**src/logic/eeprom_front_pkg.sv**
```systemverilog
// Purpose: shared constants and carriers for the two-wire memory front end
// Assumes: core clock of 125 MHz, two-wire lines sampled by that clock
// Notes:   timing counts are derived from printed times
package eeprom_front_pkg;

    // ==========================================================
    // Clock rate and sizes
    localparam int CLK_MHZ       = 125;
    localparam int BYTE_W        = 8;
    localparam int WORD_ADDR_W   = 7;
    localparam int CS_W          = 3;
    localparam int CODE_W        = 4;
    localparam int PAGE_DEPTH    = 16;
    localparam int PAGE_IDX_W    = 4;
    localparam int PAGE_CNT_W    = 5;
    localparam int BIT_CNT_W     = 3;
    localparam int TIMER_W       = 20;

    // ==========================================================
    // Control byte fields
    localparam int CODE_MSB      = 7;
    localparam int CODE_LSB      = 4;
    localparam int CS_MSB        = 3;
    localparam int CS_LSB        = 1;
    localparam int RW_POS        = 0;
    localparam logic RW_READ     = 1'b1;
    localparam logic RW_WRITE    = 1'b0;
    localparam logic [BIT_CNT_W-1:0] LAST_BIT = 3'h7;

    // ==========================================================
    // Timing
    localparam int WC_TIME_US    = 5000;
    localparam int WC_CYCLES     = WC_TIME_US * CLK_MHZ;

    // ==========================================================
    // Reset values and page count limit
    localparam logic [BYTE_W-1:0]      SHIFT_RST = 8'h00;
    localparam logic [WORD_ADDR_W-1:0] ADDR_RST  = 7'h00;
    localparam logic [CS_W-1:0]        CS_RST    = 3'h0;
    localparam logic [PAGE_CNT_W-1:0]  CNT_RST   = 5'h00;
    localparam logic [TIMER_W-1:0]     TIMER_RST = 20'h00000;
    localparam logic [PAGE_CNT_W-1:0]  CNT_FULL  = 5'h10;

    // ==========================================================
    // Carriers
    typedef struct packed {
        logic            scl;
        logic            sda;
        logic            wp;
        logic [CS_W-1:0] cs;
    } pins_t;

    typedef struct packed {
        logic start;
        logic stop;
        logic scl_rise;
        logic scl_fall;
    } line_evt_t;

    typedef struct packed {
        logic                          go;
        logic                          we;
        logic [CS_W+WORD_ADDR_W-1:0]   addr;
        logic [PAGE_CNT_W-1:0]         count;
    } commit_t;

endpackage

```
**src/logic/line_watch.sv**
```systemverilog
// Purpose: synchronise bus pins and find clock edges, start and stop
// Assumes: pins are asynchronous to core_clk
// Notes:   first sync stage feeds only the second stage
`timescale 1ns/1ps
module line_watch
    import eeprom_front_pkg::*;
(
    input  wire logic      core_clk,
    input  wire logic      sys_rst,
    input  wire pins_t     pins_async,
    output pins_t          pins_sync,
    output line_evt_t      evt
);

    // ==========================================================
    // Two-flop synchronisers, one per pin bit
    localparam int PW = $bits(pins_t);
    logic [PW-1:0] meta_reg;
    logic [PW-1:0] sync_reg;
    logic [PW-1:0] prev_reg;

    genvar gi;
    generate
        for (gi = 0; gi < PW; gi++) begin : g_sync
            always_ff @(posedge core_clk) begin
                if (sys_rst) begin
                    meta_reg[gi] <= 1'b1;
                    sync_reg[gi] <= 1'b1;
                    prev_reg[gi] <= 1'b1;
                end else begin
                    meta_reg[gi] <= pins_async[gi];
                    sync_reg[gi] <= meta_reg[gi];
                    prev_reg[gi] <= sync_reg[gi];
                end
            end
        end
    endgenerate

    pins_t cur;
    pins_t old;
    assign cur       = pins_t'(sync_reg);
    assign old       = pins_t'(prev_reg);
    assign pins_sync = cur;

    // ==========================================================
    // Edge and framing events, one cycle each
    always_comb begin
        evt.scl_rise = cur.scl & ~old.scl;
        evt.scl_fall = ~cur.scl & old.scl;
        evt.start    = cur.scl & old.scl & old.sda & ~cur.sda;
        evt.stop     = cur.scl & old.scl & ~old.sda & cur.sda;
    end

endmodule

```
**src/logic/page_buffer.sv**
```systemverilog
// Purpose: page buffer holding the latest received write bytes
// Assumes: one write and one registered read per cycle
// Notes:   index wraps, so newer bytes displace the oldest
`timescale 1ns/1ps
module page_buffer
    import eeprom_front_pkg::*;
#(
    parameter int DEPTH = PAGE_DEPTH,
    parameter int W     = BYTE_W
)(
    input  wire logic                     core_clk,
    input  wire logic                     sys_rst,
    input  wire logic                     wr_en,
    input  wire logic [$clog2(DEPTH)-1:0] wr_idx,
    input  wire logic [W-1:0]             wr_data,
    input  wire logic [$clog2(DEPTH)-1:0] rd_idx,
    output logic      [W-1:0]             rd_data
);

    // ==========================================================
    // Storage
    logic [W-1:0] mem [DEPTH];
    logic [W-1:0] rd_data_next;

    always_comb begin
        rd_data_next = mem[rd_idx];
    end

    always_ff @(posedge core_clk) begin
        if (wr_en) begin
            mem[wr_idx] <= wr_data;
        end
        if (sys_rst) begin
            rd_data <= '0;
        end else begin
            rd_data <= rd_data_next;
        end
    end

endmodule

```
**src/logic/eeprom_two_wire_slave_front.sv**
```systemverilog
// Purpose: two-wire slave front end of a small serial memory
// Assumes: master drives the clock; memory array logic sits outside
// Notes:   data line is open drain, only pulled low here
//
// Function
// - Selected only when all three chip address pins match received select bits.
// - Data line is only pulled low or released, never driven high.
// - Data changes only while the serial clock is low, except framing.
// - Write-protect high inhibits memory writes; reads still served.
// - Data falling while clock high is a start; commands begin with one.
// - Data rising while clock high is a stop; operations end with one.
// - One bit per clock pulse, sampled while clock is high.
// - Any byte count accepted; only the latest sixteen write bytes kept.
// - Receiver acknowledges each byte on an extra ninth clock pulse.
// - No acknowledge at all while internal programming runs.
// - Acknowledge holds data low through the whole ack clock high time.
// - Master ends a read by not acknowledging; slave releases the line.
// - First byte after start is control: type code then select bits.
// - Select bits form the address bits above the word address.
// - Last control bit set means read, clear means write.
// - Acknowledge control byte only on code and select match.
// - Each write data byte increments only the low four address bits.
// - Stop ending a write launches the timed internal write cycle.
`timescale 1ns/1ps
module eeprom_two_wire_slave_front
    import eeprom_front_pkg::*;
#(
    parameter logic [CODE_W-1:0] DEV_CODE    = 4'h5,      // Arbitrary value
    parameter int                WRITE_CYCLES = WC_CYCLES
)(
    input  wire logic                         core_clk,
    input  wire logic                         sys_rst,
    input  wire logic                         scl_in,
    input  wire logic                         sda_in,
    output logic                              sda_out,
    output logic                              sda_oe,
    input  wire logic                         chip_select_pin_low,
    input  wire logic                         chip_select_pin_mid,
    input  wire logic                         chip_select_pin_high,
    input  wire logic                         write_protect,
    input  wire logic [BYTE_W-1:0]            tx_data,
    output logic      [CS_W+WORD_ADDR_W-1:0]  rd_addr,
    output logic                              rd_fetch,
    input  wire logic [PAGE_IDX_W-1:0]        page_rd_idx,
    output logic      [BYTE_W-1:0]            page_rd_data,
    output logic                              prog_busy,
    output commit_t                           commit
);

    // ==========================================================
    // Pin conditioning
    pins_t     pins_async;
    pins_t     pins;
    line_evt_t evt;

    assign pins_async = '{scl: scl_in, sda: sda_in, wp: write_protect,
                          cs: {chip_select_pin_high, chip_select_pin_mid,
                               chip_select_pin_low}};

    line_watch u_line_watch (
        .core_clk   (core_clk),
        .sys_rst    (sys_rst),
        .pins_async (pins_async),
        .pins_sync  (pins),
        .evt        (evt)
    );

    // ==========================================================
    // State
    typedef enum logic [3:0] {
        ST_IDLE, ST_CTRL, ST_CTRL_ACK, ST_ADDR, ST_ADDR_ACK,
        ST_WDATA, ST_WDATA_ACK, ST_TX, ST_TX_ACK, ST_IGNORE
    } state_t;

    state_t                        state_reg,   state_next;
    logic [BYTE_W-1:0]             shift_reg,   shift_next;
    logic [BIT_CNT_W-1:0]          bit_reg,     bit_next;
    logic                          full_reg,    full_next;
    logic                          rw_reg,      rw_next;
    logic [CS_W-1:0]               cs_reg,      cs_next;
    logic [WORD_ADDR_W-1:0]        addr_reg,    addr_next;
    logic [WORD_ADDR_W-1:0]        base_reg,    base_next;
    logic [PAGE_CNT_W-1:0]         cnt_reg,     cnt_next;
    logic                          oe_reg,      oe_next;
    logic                          mack_reg,    mack_next;
    logic [TIMER_W-1:0]            timer_reg,   timer_next;
    logic                          busy_reg,    busy_next;
    logic                          fetch_reg,   fetch_next;
    commit_t                       commit_reg,  commit_next;
    logic                          buf_we;
    logic                          ctrl_match;
    logic                          in_write;

    // Open drain: the output level is always low, only the enable moves
    assign sda_out      = 1'b0;
    assign sda_oe       = oe_reg;
    assign prog_busy    = busy_reg;
    assign rd_fetch     = fetch_reg;
    assign rd_addr      = {cs_reg, addr_reg};
    assign commit       = commit_reg;

    // ==========================================================
    // Page buffer
    page_buffer #(
        .DEPTH (PAGE_DEPTH),
        .W     (BYTE_W)
    ) u_page_buffer (
        .core_clk (core_clk),
        .sys_rst  (sys_rst),
        .wr_en    (buf_we),
        .wr_idx   (addr_reg[PAGE_IDX_W-1:0]),
        .wr_data  (shift_reg),
        .rd_idx   (page_rd_idx),
        .rd_data  (page_rd_data)
    );

    // Code and every select bit must agree
    assign ctrl_match = (shift_reg[CODE_MSB:CODE_LSB] == DEV_CODE) &&
                        (shift_reg[CS_MSB:CS_LSB] == pins.cs);
    assign in_write   = (state_reg == ST_WDATA) || (state_reg == ST_WDATA_ACK);

    // ==========================================================
    // Next state
    always_comb begin
        state_next  = state_reg;
        shift_next  = shift_reg;
        bit_next    = bit_reg;
        full_next   = full_reg;
        rw_next     = rw_reg;
        cs_next     = cs_reg;
        addr_next   = addr_reg;
        base_next   = base_reg;
        cnt_next    = cnt_reg;
        oe_next     = oe_reg;
        mack_next   = mack_reg;
        timer_next  = timer_reg;
        busy_next   = busy_reg;
        fetch_next  = 1'b0;
        commit_next = commit_reg;
        commit_next.go = 1'b0;
        buf_we      = 1'b0;

        // Self-timed programming cycle
        if (busy_reg) begin
            if (timer_reg == TIMER_RST) begin
                busy_next = 1'b0;
            end else begin
                timer_next = timer_reg - 20'h00001;
            end
        end

        // Receive sampling while clock high
        if (evt.scl_rise) begin
            if (state_reg == ST_CTRL || state_reg == ST_ADDR ||
                state_reg == ST_WDATA) begin
                shift_next = {shift_reg[BYTE_W-2:0], pins.sda};
                bit_next   = bit_reg + 3'h1;
                full_next  = (bit_reg == LAST_BIT);
            end
            if (state_reg == ST_TX_ACK) begin
                mack_next = ~pins.sda;
            end
        end

        if (evt.stop) begin
            state_next = ST_IDLE;
            oe_next    = 1'b0;
            // Stop also unblocks a device left ignoring the bus
            if (in_write && cnt_reg != CNT_RST) begin
                busy_next          = 1'b1;
                timer_next         = TIMER_W'(WRITE_CYCLES - 1);
                commit_next.go     = 1'b1;
                commit_next.we     = ~pins.wp;
                commit_next.addr   = {cs_reg, base_reg};
                commit_next.count  = cnt_reg;
            end
        end else if (evt.start) begin
            state_next = ST_CTRL;
            bit_next   = '0;
            full_next  = 1'b0;
            oe_next    = 1'b0;
        end else if (evt.scl_fall) begin
            // Drive changes other than the release at start or stop happen here, with the clock low
            case (state_reg)
                ST_CTRL: begin
                    if (full_reg) begin
                        full_next = 1'b0;
                        if (ctrl_match && !busy_reg) begin
                            oe_next    = 1'b1;
                            rw_next    = shift_reg[RW_POS];
                            cs_next    = shift_reg[CS_MSB:CS_LSB];
                            state_next = ST_CTRL_ACK;
                        end else begin
                            state_next = ST_IGNORE;
                        end
                    end
                end
                ST_CTRL_ACK: begin
                    bit_next = '0;
                    if (rw_reg == RW_READ) begin
                        shift_next = tx_data;
                        oe_next    = ~tx_data[BYTE_W-1];
                        fetch_next = 1'b1;
                        addr_next  = addr_reg + 7'h01;
                        state_next = ST_TX;
                    end else begin
                        oe_next    = 1'b0;
                        state_next = ST_ADDR;
                    end
                end
                ST_ADDR: begin
                    if (full_reg) begin
                        full_next  = 1'b0;
                        addr_next  = shift_reg[WORD_ADDR_W-1:0];
                        base_next  = shift_reg[WORD_ADDR_W-1:0];
                        cnt_next   = CNT_RST;
                        oe_next    = 1'b1;
                        state_next = ST_ADDR_ACK;
                    end
                end
                ST_ADDR_ACK: begin
                    oe_next    = 1'b0;
                    state_next = ST_WDATA;
                end
                ST_WDATA: begin
                    if (full_reg) begin
                        full_next  = 1'b0;
                        buf_we     = 1'b1;
                        addr_next  = {addr_reg[WORD_ADDR_W-1:PAGE_IDX_W],
                                      addr_reg[PAGE_IDX_W-1:0] + 4'h1};
                        if (cnt_reg != CNT_FULL) begin
                            cnt_next = cnt_reg + 5'h01;
                        end
                        oe_next    = 1'b1;
                        state_next = ST_WDATA_ACK;
                    end
                end
                ST_WDATA_ACK: begin
                    oe_next    = 1'b0;
                    state_next = ST_WDATA;
                end
                ST_TX: begin
                    if (bit_reg == LAST_BIT) begin
                        oe_next    = 1'b0;
                        mack_next  = 1'b0;
                        state_next = ST_TX_ACK;
                    end else begin
                        shift_next = {shift_reg[BYTE_W-2:0], 1'b0};
                        oe_next    = ~shift_reg[BYTE_W-2];
                        bit_next   = bit_reg + 3'h1;
                    end
                end
                ST_TX_ACK: begin
                    bit_next = '0;
                    if (mack_reg) begin
                        shift_next = tx_data;
                        oe_next    = ~tx_data[BYTE_W-1];
                        fetch_next = 1'b1;
                        addr_next  = addr_reg + 7'h01;
                        state_next = ST_TX;
                    end else begin
                        oe_next    = 1'b0;
                        state_next = ST_IGNORE;
                    end
                end
                default: begin
                    oe_next = 1'b0;
                end
            endcase
        end
    end

    // ==========================================================
    // Registers
    always_ff @(posedge core_clk) begin
        if (sys_rst) begin
            state_reg  <= ST_IDLE;
            shift_reg  <= SHIFT_RST;
            bit_reg    <= '0;
            full_reg   <= 1'b0;
            rw_reg     <= RW_WRITE;
            cs_reg     <= CS_RST;
            addr_reg   <= ADDR_RST;
            base_reg   <= ADDR_RST;
            cnt_reg    <= CNT_RST;
            oe_reg     <= 1'b0;
            mack_reg   <= 1'b0;
            timer_reg  <= TIMER_RST;
            busy_reg   <= 1'b0;
            fetch_reg  <= 1'b0;
            commit_reg <= '0;
        end else begin
            state_reg  <= state_next;
            shift_reg  <= shift_next;
            bit_reg    <= bit_next;
            full_reg   <= full_next;
            rw_reg     <= rw_next;
            cs_reg     <= cs_next;
            addr_reg   <= addr_next;
            base_reg   <= base_next;
            cnt_reg    <= cnt_next;
            oe_reg     <= oe_next;
            mack_reg   <= mack_next;
            timer_reg  <= timer_next;
            busy_reg   <= busy_next;
            fetch_reg  <= fetch_next;
            commit_reg <= commit_next;
        end
    end

endmodule

```
**config.mk**
```make
export PLATFORM = sky130hd
export DESIGN_NAME = eeprom_two_wire_slave_front
export DESIGN_NICKNAME = d
export VERILOG_FILES = /design/src/logic/eeprom_front_pkg.sv /design/src/logic/line_watch.sv /design/src/logic/page_buffer.sv /design/src/logic/eeprom_two_wire_slave_front.sv
export SDC_FILE = /design/constraint.sdc
export NUM_CORES = 1
export LEC_CHECK = 0
export BUFFER_PORTS_ARGS = -buffer_cell sky130_fd_sc_hd__buf_2
export CAP_MARGIN = 5
export CELL_PAD_IN_SITES_DETAIL_PLACEMENT = 1
export CELL_PAD_IN_SITES_GLOBAL_PLACEMENT = 2
export CORE_ASPECT_RATIO = 0.9
export CORE_MARGIN = 2
export CORE_UTILIZATION = 45
export CTS_CLUSTER_SIZE = 10
export DETAILED_ROUTE_END_ITERATION = 12
export GPL_TIMING_DRIVEN = 0
export PLACE_DENSITY = 0.83
export SLEW_MARGIN = 20
export SYNTH_ARGS = -nofsm -noshare
export SYNTH_HDL_FRONTEND = slang
export SYNTH_HIERARCHICAL = 1
export SYNTH_SLANG_ARGS = --single-unit
```
**constraint.sdc**
```tcl
create_clock -name core_clk -period 6.08 [get_ports core_clk]
set_clock_uncertainty 0.2 [all_clocks]
set_input_delay 0.304 -clock core_clk [delete_from_list [all_inputs] [get_ports core_clk]]
set_output_delay 0.304 -clock core_clk [all_outputs]
set_load 0.05 [all_outputs]
```
==> impl_metrics.toml, run 1 <==
[logic_synthesis]
ys.flop_type = "edfxtp_1"
syn-cell-area_um2 = 10020
ys_seq_elements = 230
synth_area_leaders = "edfxtp_1 (38%), dfxtp_1 (20%), mux4_1 (3.9%)"
synth_top_area_share_pct = 38.35
yosysUniqueCellTypes = 85
synth_area_per_cell_um2 = 12.24
synthCells = 819
synth-edff-count = 128
synth.yosys.seq_area_share_pct = 58.72
synth_commonest_cells = "edfxtp_1 (128), dfxtp_1 (102), nand2_1 (71), nor2_1 (57), a21oi_1 (52)"
yosys.area.top_type = "edfxtp_1"
ys.warnings.count = 6
synth_fp_nets = 846
synth.most_common_cell = "edfxtp_1"
ys_async_sr_fraction_pct = 0

[routing]
vias = 7161
firstDrtPassIters = 5
drt_iter0_markers = 469
wl_per_cell_um = 22.29
drt_wl_total_um = 27390
vias_per_cell = 5.827
remaining_drc_errors = 0
postRouteAntennaNets = 0

[worst_setup_path]
critPathCaptureType = "flip-flop"
critical_path_class = "flip-flop to flip-flop"
cp_data_required_time_ps = 6030
start_kind = "flip-flop"
worstPathMaxFanout = 10
cp.arrival_ps = 3580

[clock_tree]
clkSinkCount = 230
cts_tree = "yes"
htreeDepth = 1
clk_latency_ps = 540
cts_resized = 0
clockBufferDepth = 3
numCtsBuffers = 27
post_cts_buffers = 0
path_clk_slew_ps = 60
cts-root-buf = "clkbuf_16"
cts_hold_buf = 18

[place]
dp_slack_ps = 2518
globalplace.congestion = 0.8731
numPlacedInstances = 1165
port_buffers = 55
dp_hpwl_um = 18630

[layout]
drive_gt1_share_pct = 15.46
area_growth_pct = 16.45
fin_cells = 1229
n_antenna_cell = 0
largest_register_ff_count = 128
nets = 948

[worst_hold_path]
hold_path.class = "input pin to flip-flop"

[power]
power_density_nw_per_um2 = 282.5
peakVddDrop_v = 0.0001591
p_leak_nw = 4.139
total_power_mw = 3.298

[timing]
period_needed_ps = 3633
tightest_slew_ps = 938.2
fmax_mhz = 275.2
setup_ws_ps = 2447
hold-worst-slack_ps = 150.9
hold_viol = 0
rsz0062_at_grt = "no"
slew_violations = 0
timing.final.crit_share_pct = 59.76
slew_headroom_pct = 37.36
setup_violations = 0
setup_tns_ps = 0

[global_route]
grt_max_degree = 24
grt_pass1_vias = 7620
antenna_found_initial = 0
grt_pass1_wl_um = 43000
overflow = 0
track_usage_pct = 23.40

[floorplanning]
core_um2 = 21760
die_area_um2 = 23490
rows = 51
die_width_um = 161.3
fp.dieH_um = 145.6
io_pins = 59
floorplan.initialDensity_pct = 46.06

[run_status]
status = "completed"

[run]
maxCapViolCount = 0
## kinds of logic after synthesis
| group | Yosys count | synth area share [%] |
|---|---|---|
| flops | 230 | 58.72 |
| buf+inv | 58 | 2.971 |
| mux | 58 | 9.100 |
| compound gates | 180 | 12.17 |
| simple gates | 264 | 14.29 |
| xor+xnor | 21 | 1.835 |
| other cells | 1 | 0.03741 |
| fa+ha+maj | 7 | 0.8738 |
## metrics by stage
step                      util (%)  area (um^2)
final                        53.64        11670
after global routing         53.64        11670
after CTS                    53.64        11670
after detailed placement     49.09        10680
after global placement       49.00        10660
after floorplan                  -        10020
## layer usage
| layer | global-route usage, % | share of wire [%] |
|---|---|---|
| met5 | 0 | 0 |
| met4 | 8.259 | 3.4 |
| met3 | 3.705 | 4.5 |
| met2 | 39.89 | 49 |
| met1 | 30.36 | 43 |
## final timing paths
check | from | endpoint | slack, ps | cells after the start
max | u_line_watch/pins_sync[4]$_SDFF_PP1_ | u_page_buffer/mem[2][4]$_DFFE_PP_ | 2450 | 7
min | page_rd_idx[1] | u_page_buffer/rd_data[0]$_SDFF_PP0_ | 150 | 5
max reg2reg | u_line_watch/pins_sync[4]$_SDFF_PP1_ | u_page_buffer/mem[2][4]$_DFFE_PP_ | 2450 | 7
min reg2reg | u_line_watch/meta_reg[0]$_SDFF_PP1_ | u_line_watch/pins_sync[0]$_SDFF_PP1_ | 200 | 1
## critical path, stage by stage, from the launching register on
cell,delay (ps)
dfxtp_1,390
and4b_1,210
clkbuf_1,240
nor3b_2,330
buf_2,290
and4_1,340
or3b_2,540
nor2_1,700
## layout make-up
| type | count | area (um^2) |
|---|---|---|
| inverter | 10 | 37.54 |
| clock buffer | 44 | 759.5 |
| multi-input combinational | 531 | 3860 |
| clock inverter | 2 | 50.05 |
| tap | 291 | 364.1 |
| fill | 2266 | 10090 |
| sequential | 230 | 5886 |
| timing repair buffer | 73 | 455.4 |
| buffer | 48 | 260.3 |
## report_power, final
group          switching (mW)  total, mW  leakage, nW  internal [mW]
Combinational          0.0904      0.149         1.77         0.0585
Sequential            0.00607       1.64         1.98           1.64
Clock                   0.616       1.51        0.389          0.891
## placed cells by master, fill, tap and decap left out, types with 7 or more instances in the layout
cell,netlist,routed
nand2b_1,10,10
or2_1,14,14
xnor2_1,19,19
dlygate4sd3_1,0,18
nor3b_1,7,7
a22oi_1,15,15
mux4_1,15,15
a211oi_1,7,7
nor2b_1,14,14
inv_1,10,10
and3_1,10,10
o221ai_1,9,9
o21ai_0,25,25
o21ai_1,7,7
a31oi_1,10,10
dfxtp_1,102,102
a21oi_1,52,52
edfxtp_1,128,128
mux4_2,7,7
ha_1,7,7
nand3_1,15,15
buf_2,13,68
clkbuf_1,23,38
nand2_1,71,71
clkbuf_16,0,27
mux2i_1,36,36
nor2_1,57,57
(Power assumes the default switching activity.)
==> run 2, diff against run 1 <==
CORE_UTILIZATION = 42   (was 45)
PLACE_DENSITY = 0.78   (was 0.83)
clock period = 3.4 ns   (was 6.08 ns; I/O delays follow)
==> run 2 against run 1 <==
  * Sequential power grew 79%
  * Critical path depth unchanged
  * Combinational power increased by 85%
  * Die area grew 7.0%
  * First-iteration DRC count fell by 2.3%
  * Maximum frequency up 12%
  * Clock power grew 76%
  * Global-route usage decreased by 0.65 points
  * Via count is 1.4% higher
  * Cell count grew 1.5%
  * Clock-buffer cell count grew 2
==> impl_metrics.toml, run 2 (same netlist as run 1, synthesis figures left out) <==
[run_status]
status = "completed"

[worst_setup_path]
worstPathMaxFanout = 10
reg2reg_slack_ps = 150
critical_path_class = "flip-flop to flip-flop"
cp.arrival_ps = 3210
cp_data_required_time_ps = 3360
start_kind = "flip-flop"
critPathCaptureType = "flip-flop"

[floorplanning]
die_area_um2 = 25120
die_width_um = 166.8
core_um2 = 23410
rows = 53
fp.dieH_um = 150.6
io_pins = 59
floorplan.initialDensity_pct = 42.82

[routing]
drt_iter0_markers = 458
remaining_drc_errors = 0
vias = 7263
vias_per_cell = 5.820
drt_wl_total_um = 28190
wl_per_cell_um = 22.59
postRouteAntennaNets = 0
firstDrtPassIters = 5

[place]
port_buffers = 55
dp_slack_ps = -203.8
dp_hpwl_um = 19200
globalplace.congestion = 0.8008

[timing]
setup_violations = 0
period_needed_ps = 3251
slew_headroom_pct = 29.50
setup_ws_ps = 149.2
tightest_slew_ps = 1055
fmax_mhz = 307.6
slew_violations = 0
rsz0062_at_grt = "yes"
hold_viol = 0
timing.final.crit_share_pct = 95.61

[global_route]
track_usage_pct = 22.75
grt_max_degree = 24
antenna_found_initial = 0
overflow = 0
grt_pass1_wl_um = 44280
grt_pass1_vias = 7516

[layout]
area_growth_pct = 17.60
drive_gt1_share_pct = 16.28
n_antenna_cell = 0
final_cell_mix = "edfxtp_1 (128), dfxtp_1 (102), nand2_1 (71)"
final_core_util_pct = 50.36
final-seq-area_um2 = 5886
nets = 954
fillerInstances = 2446
largest_register_ff_count = 128
final_common_cell = "edfxtp_1"
multi_input_area_um2 = 3899

[power]
peakVddDrop_v = 0.0003152
power_density_nw_per_um2 = 497.7
p_leak_nw = 4.158

[clock_tree]
clockBufferDepth = 3
cts-root-buf = "clkbuf_16"
numCtsBuffers = 27
path_clk_slew_ps = 60
clk_latency_ps = 540
htreeDepth = 1
clkSinkCount = 230
cts_tree = "yes"

[worst_hold_path]
hold_path.class = "input pin to flip-flop"

[run]
maxCapViolCount = 0
run 2: critical path, stage by stage (launching register included):
cell and delay [ps]:
dfxtp_1 350, and4b_1 190, clkbuf_1 230, nor3b_2 320, buf_2 290, and4_1 330
nand3_1 220, nor2_1 740
run 2: final timing paths:
path | from | end | depth (start not counted)
max | u_line_watch/pins_sync[4]$_SDFF_PP1_ | u_page_buffer/mem[14][6]$_DFFE_PP_ | 7
min | page_rd_idx[0] | u_page_buffer/rd_data[1]$_SDFF_PP0_ | 4
max reg2reg | u_line_watch/pins_sync[4]$_SDFF_PP1_ | u_page_buffer/mem[14][6]$_DFFE_PP_ | 7
min reg2reg | u_line_watch/meta_reg[4]$_SDFF_PP1_ | u_line_watch/pins_sync[4]$_SDFF_PP1_ | 1
run 2: layer usage:
metal | global-route usage [%] | share of wire, % | vias up
li1 | - | - | 3329
met1 | 30.95 | 45 | 3711
met2 | 38.31 | 48 | 179
met3 | 2.997 | 3.7 | 44
met4 | 6.767 | 2.8 | 0
met5 | 0 | 0 | -
run 2: report_power, final:
group	total [mW]	switching (mW)	internal (mW)	leakage [nW]
Combinational	0.275	0.167	0.109	1.79
Sequential	2.94	0.00947	2.93	1.98
Clock	2.66	1.11	1.55	0.387
run 2: final cells by class:
type | count | area share, %
inverter | 10 | 0.3184
buffer | 48 | 2.208
multi-input combinational | 531 | 33.07
sequential | 230 | 49.93
clock inverter | 2 | 0.2123
timing repair buffer | 79 | 4.458
tap | 302 | 3.206
clock buffer | 46 | 6.592
run 2: per-stage QoR:
stage / cells / hold slack [ps] / cell area, um^2 / total power [mW] / setup TNS (ps)
after detailed placement: 1176 / 157.9 / 10700 / 3.248 / -3449
final: 1248 / 11.19 / 11790 / 5.867 / 0
after CTS: 1247 / 3.741 / 11750 / 5.917 / 0
after global placement: 1176 / 147.4 / 10680 / 3.241 / -5535
after floorplan: 819 / 67.14 / 10020 / 3.165 / 0
after global routing: 1248 / 48.70 / 11790 / 6.046 / -2977
run 2: timing repair:
action,CTS,global route
hold endpoints to repair,30,0
hold buffers,23,0
gates resized for setup,5,6
buffers inserted,0,1
setup endpoints to repair,32,128
pin swaps,0,1
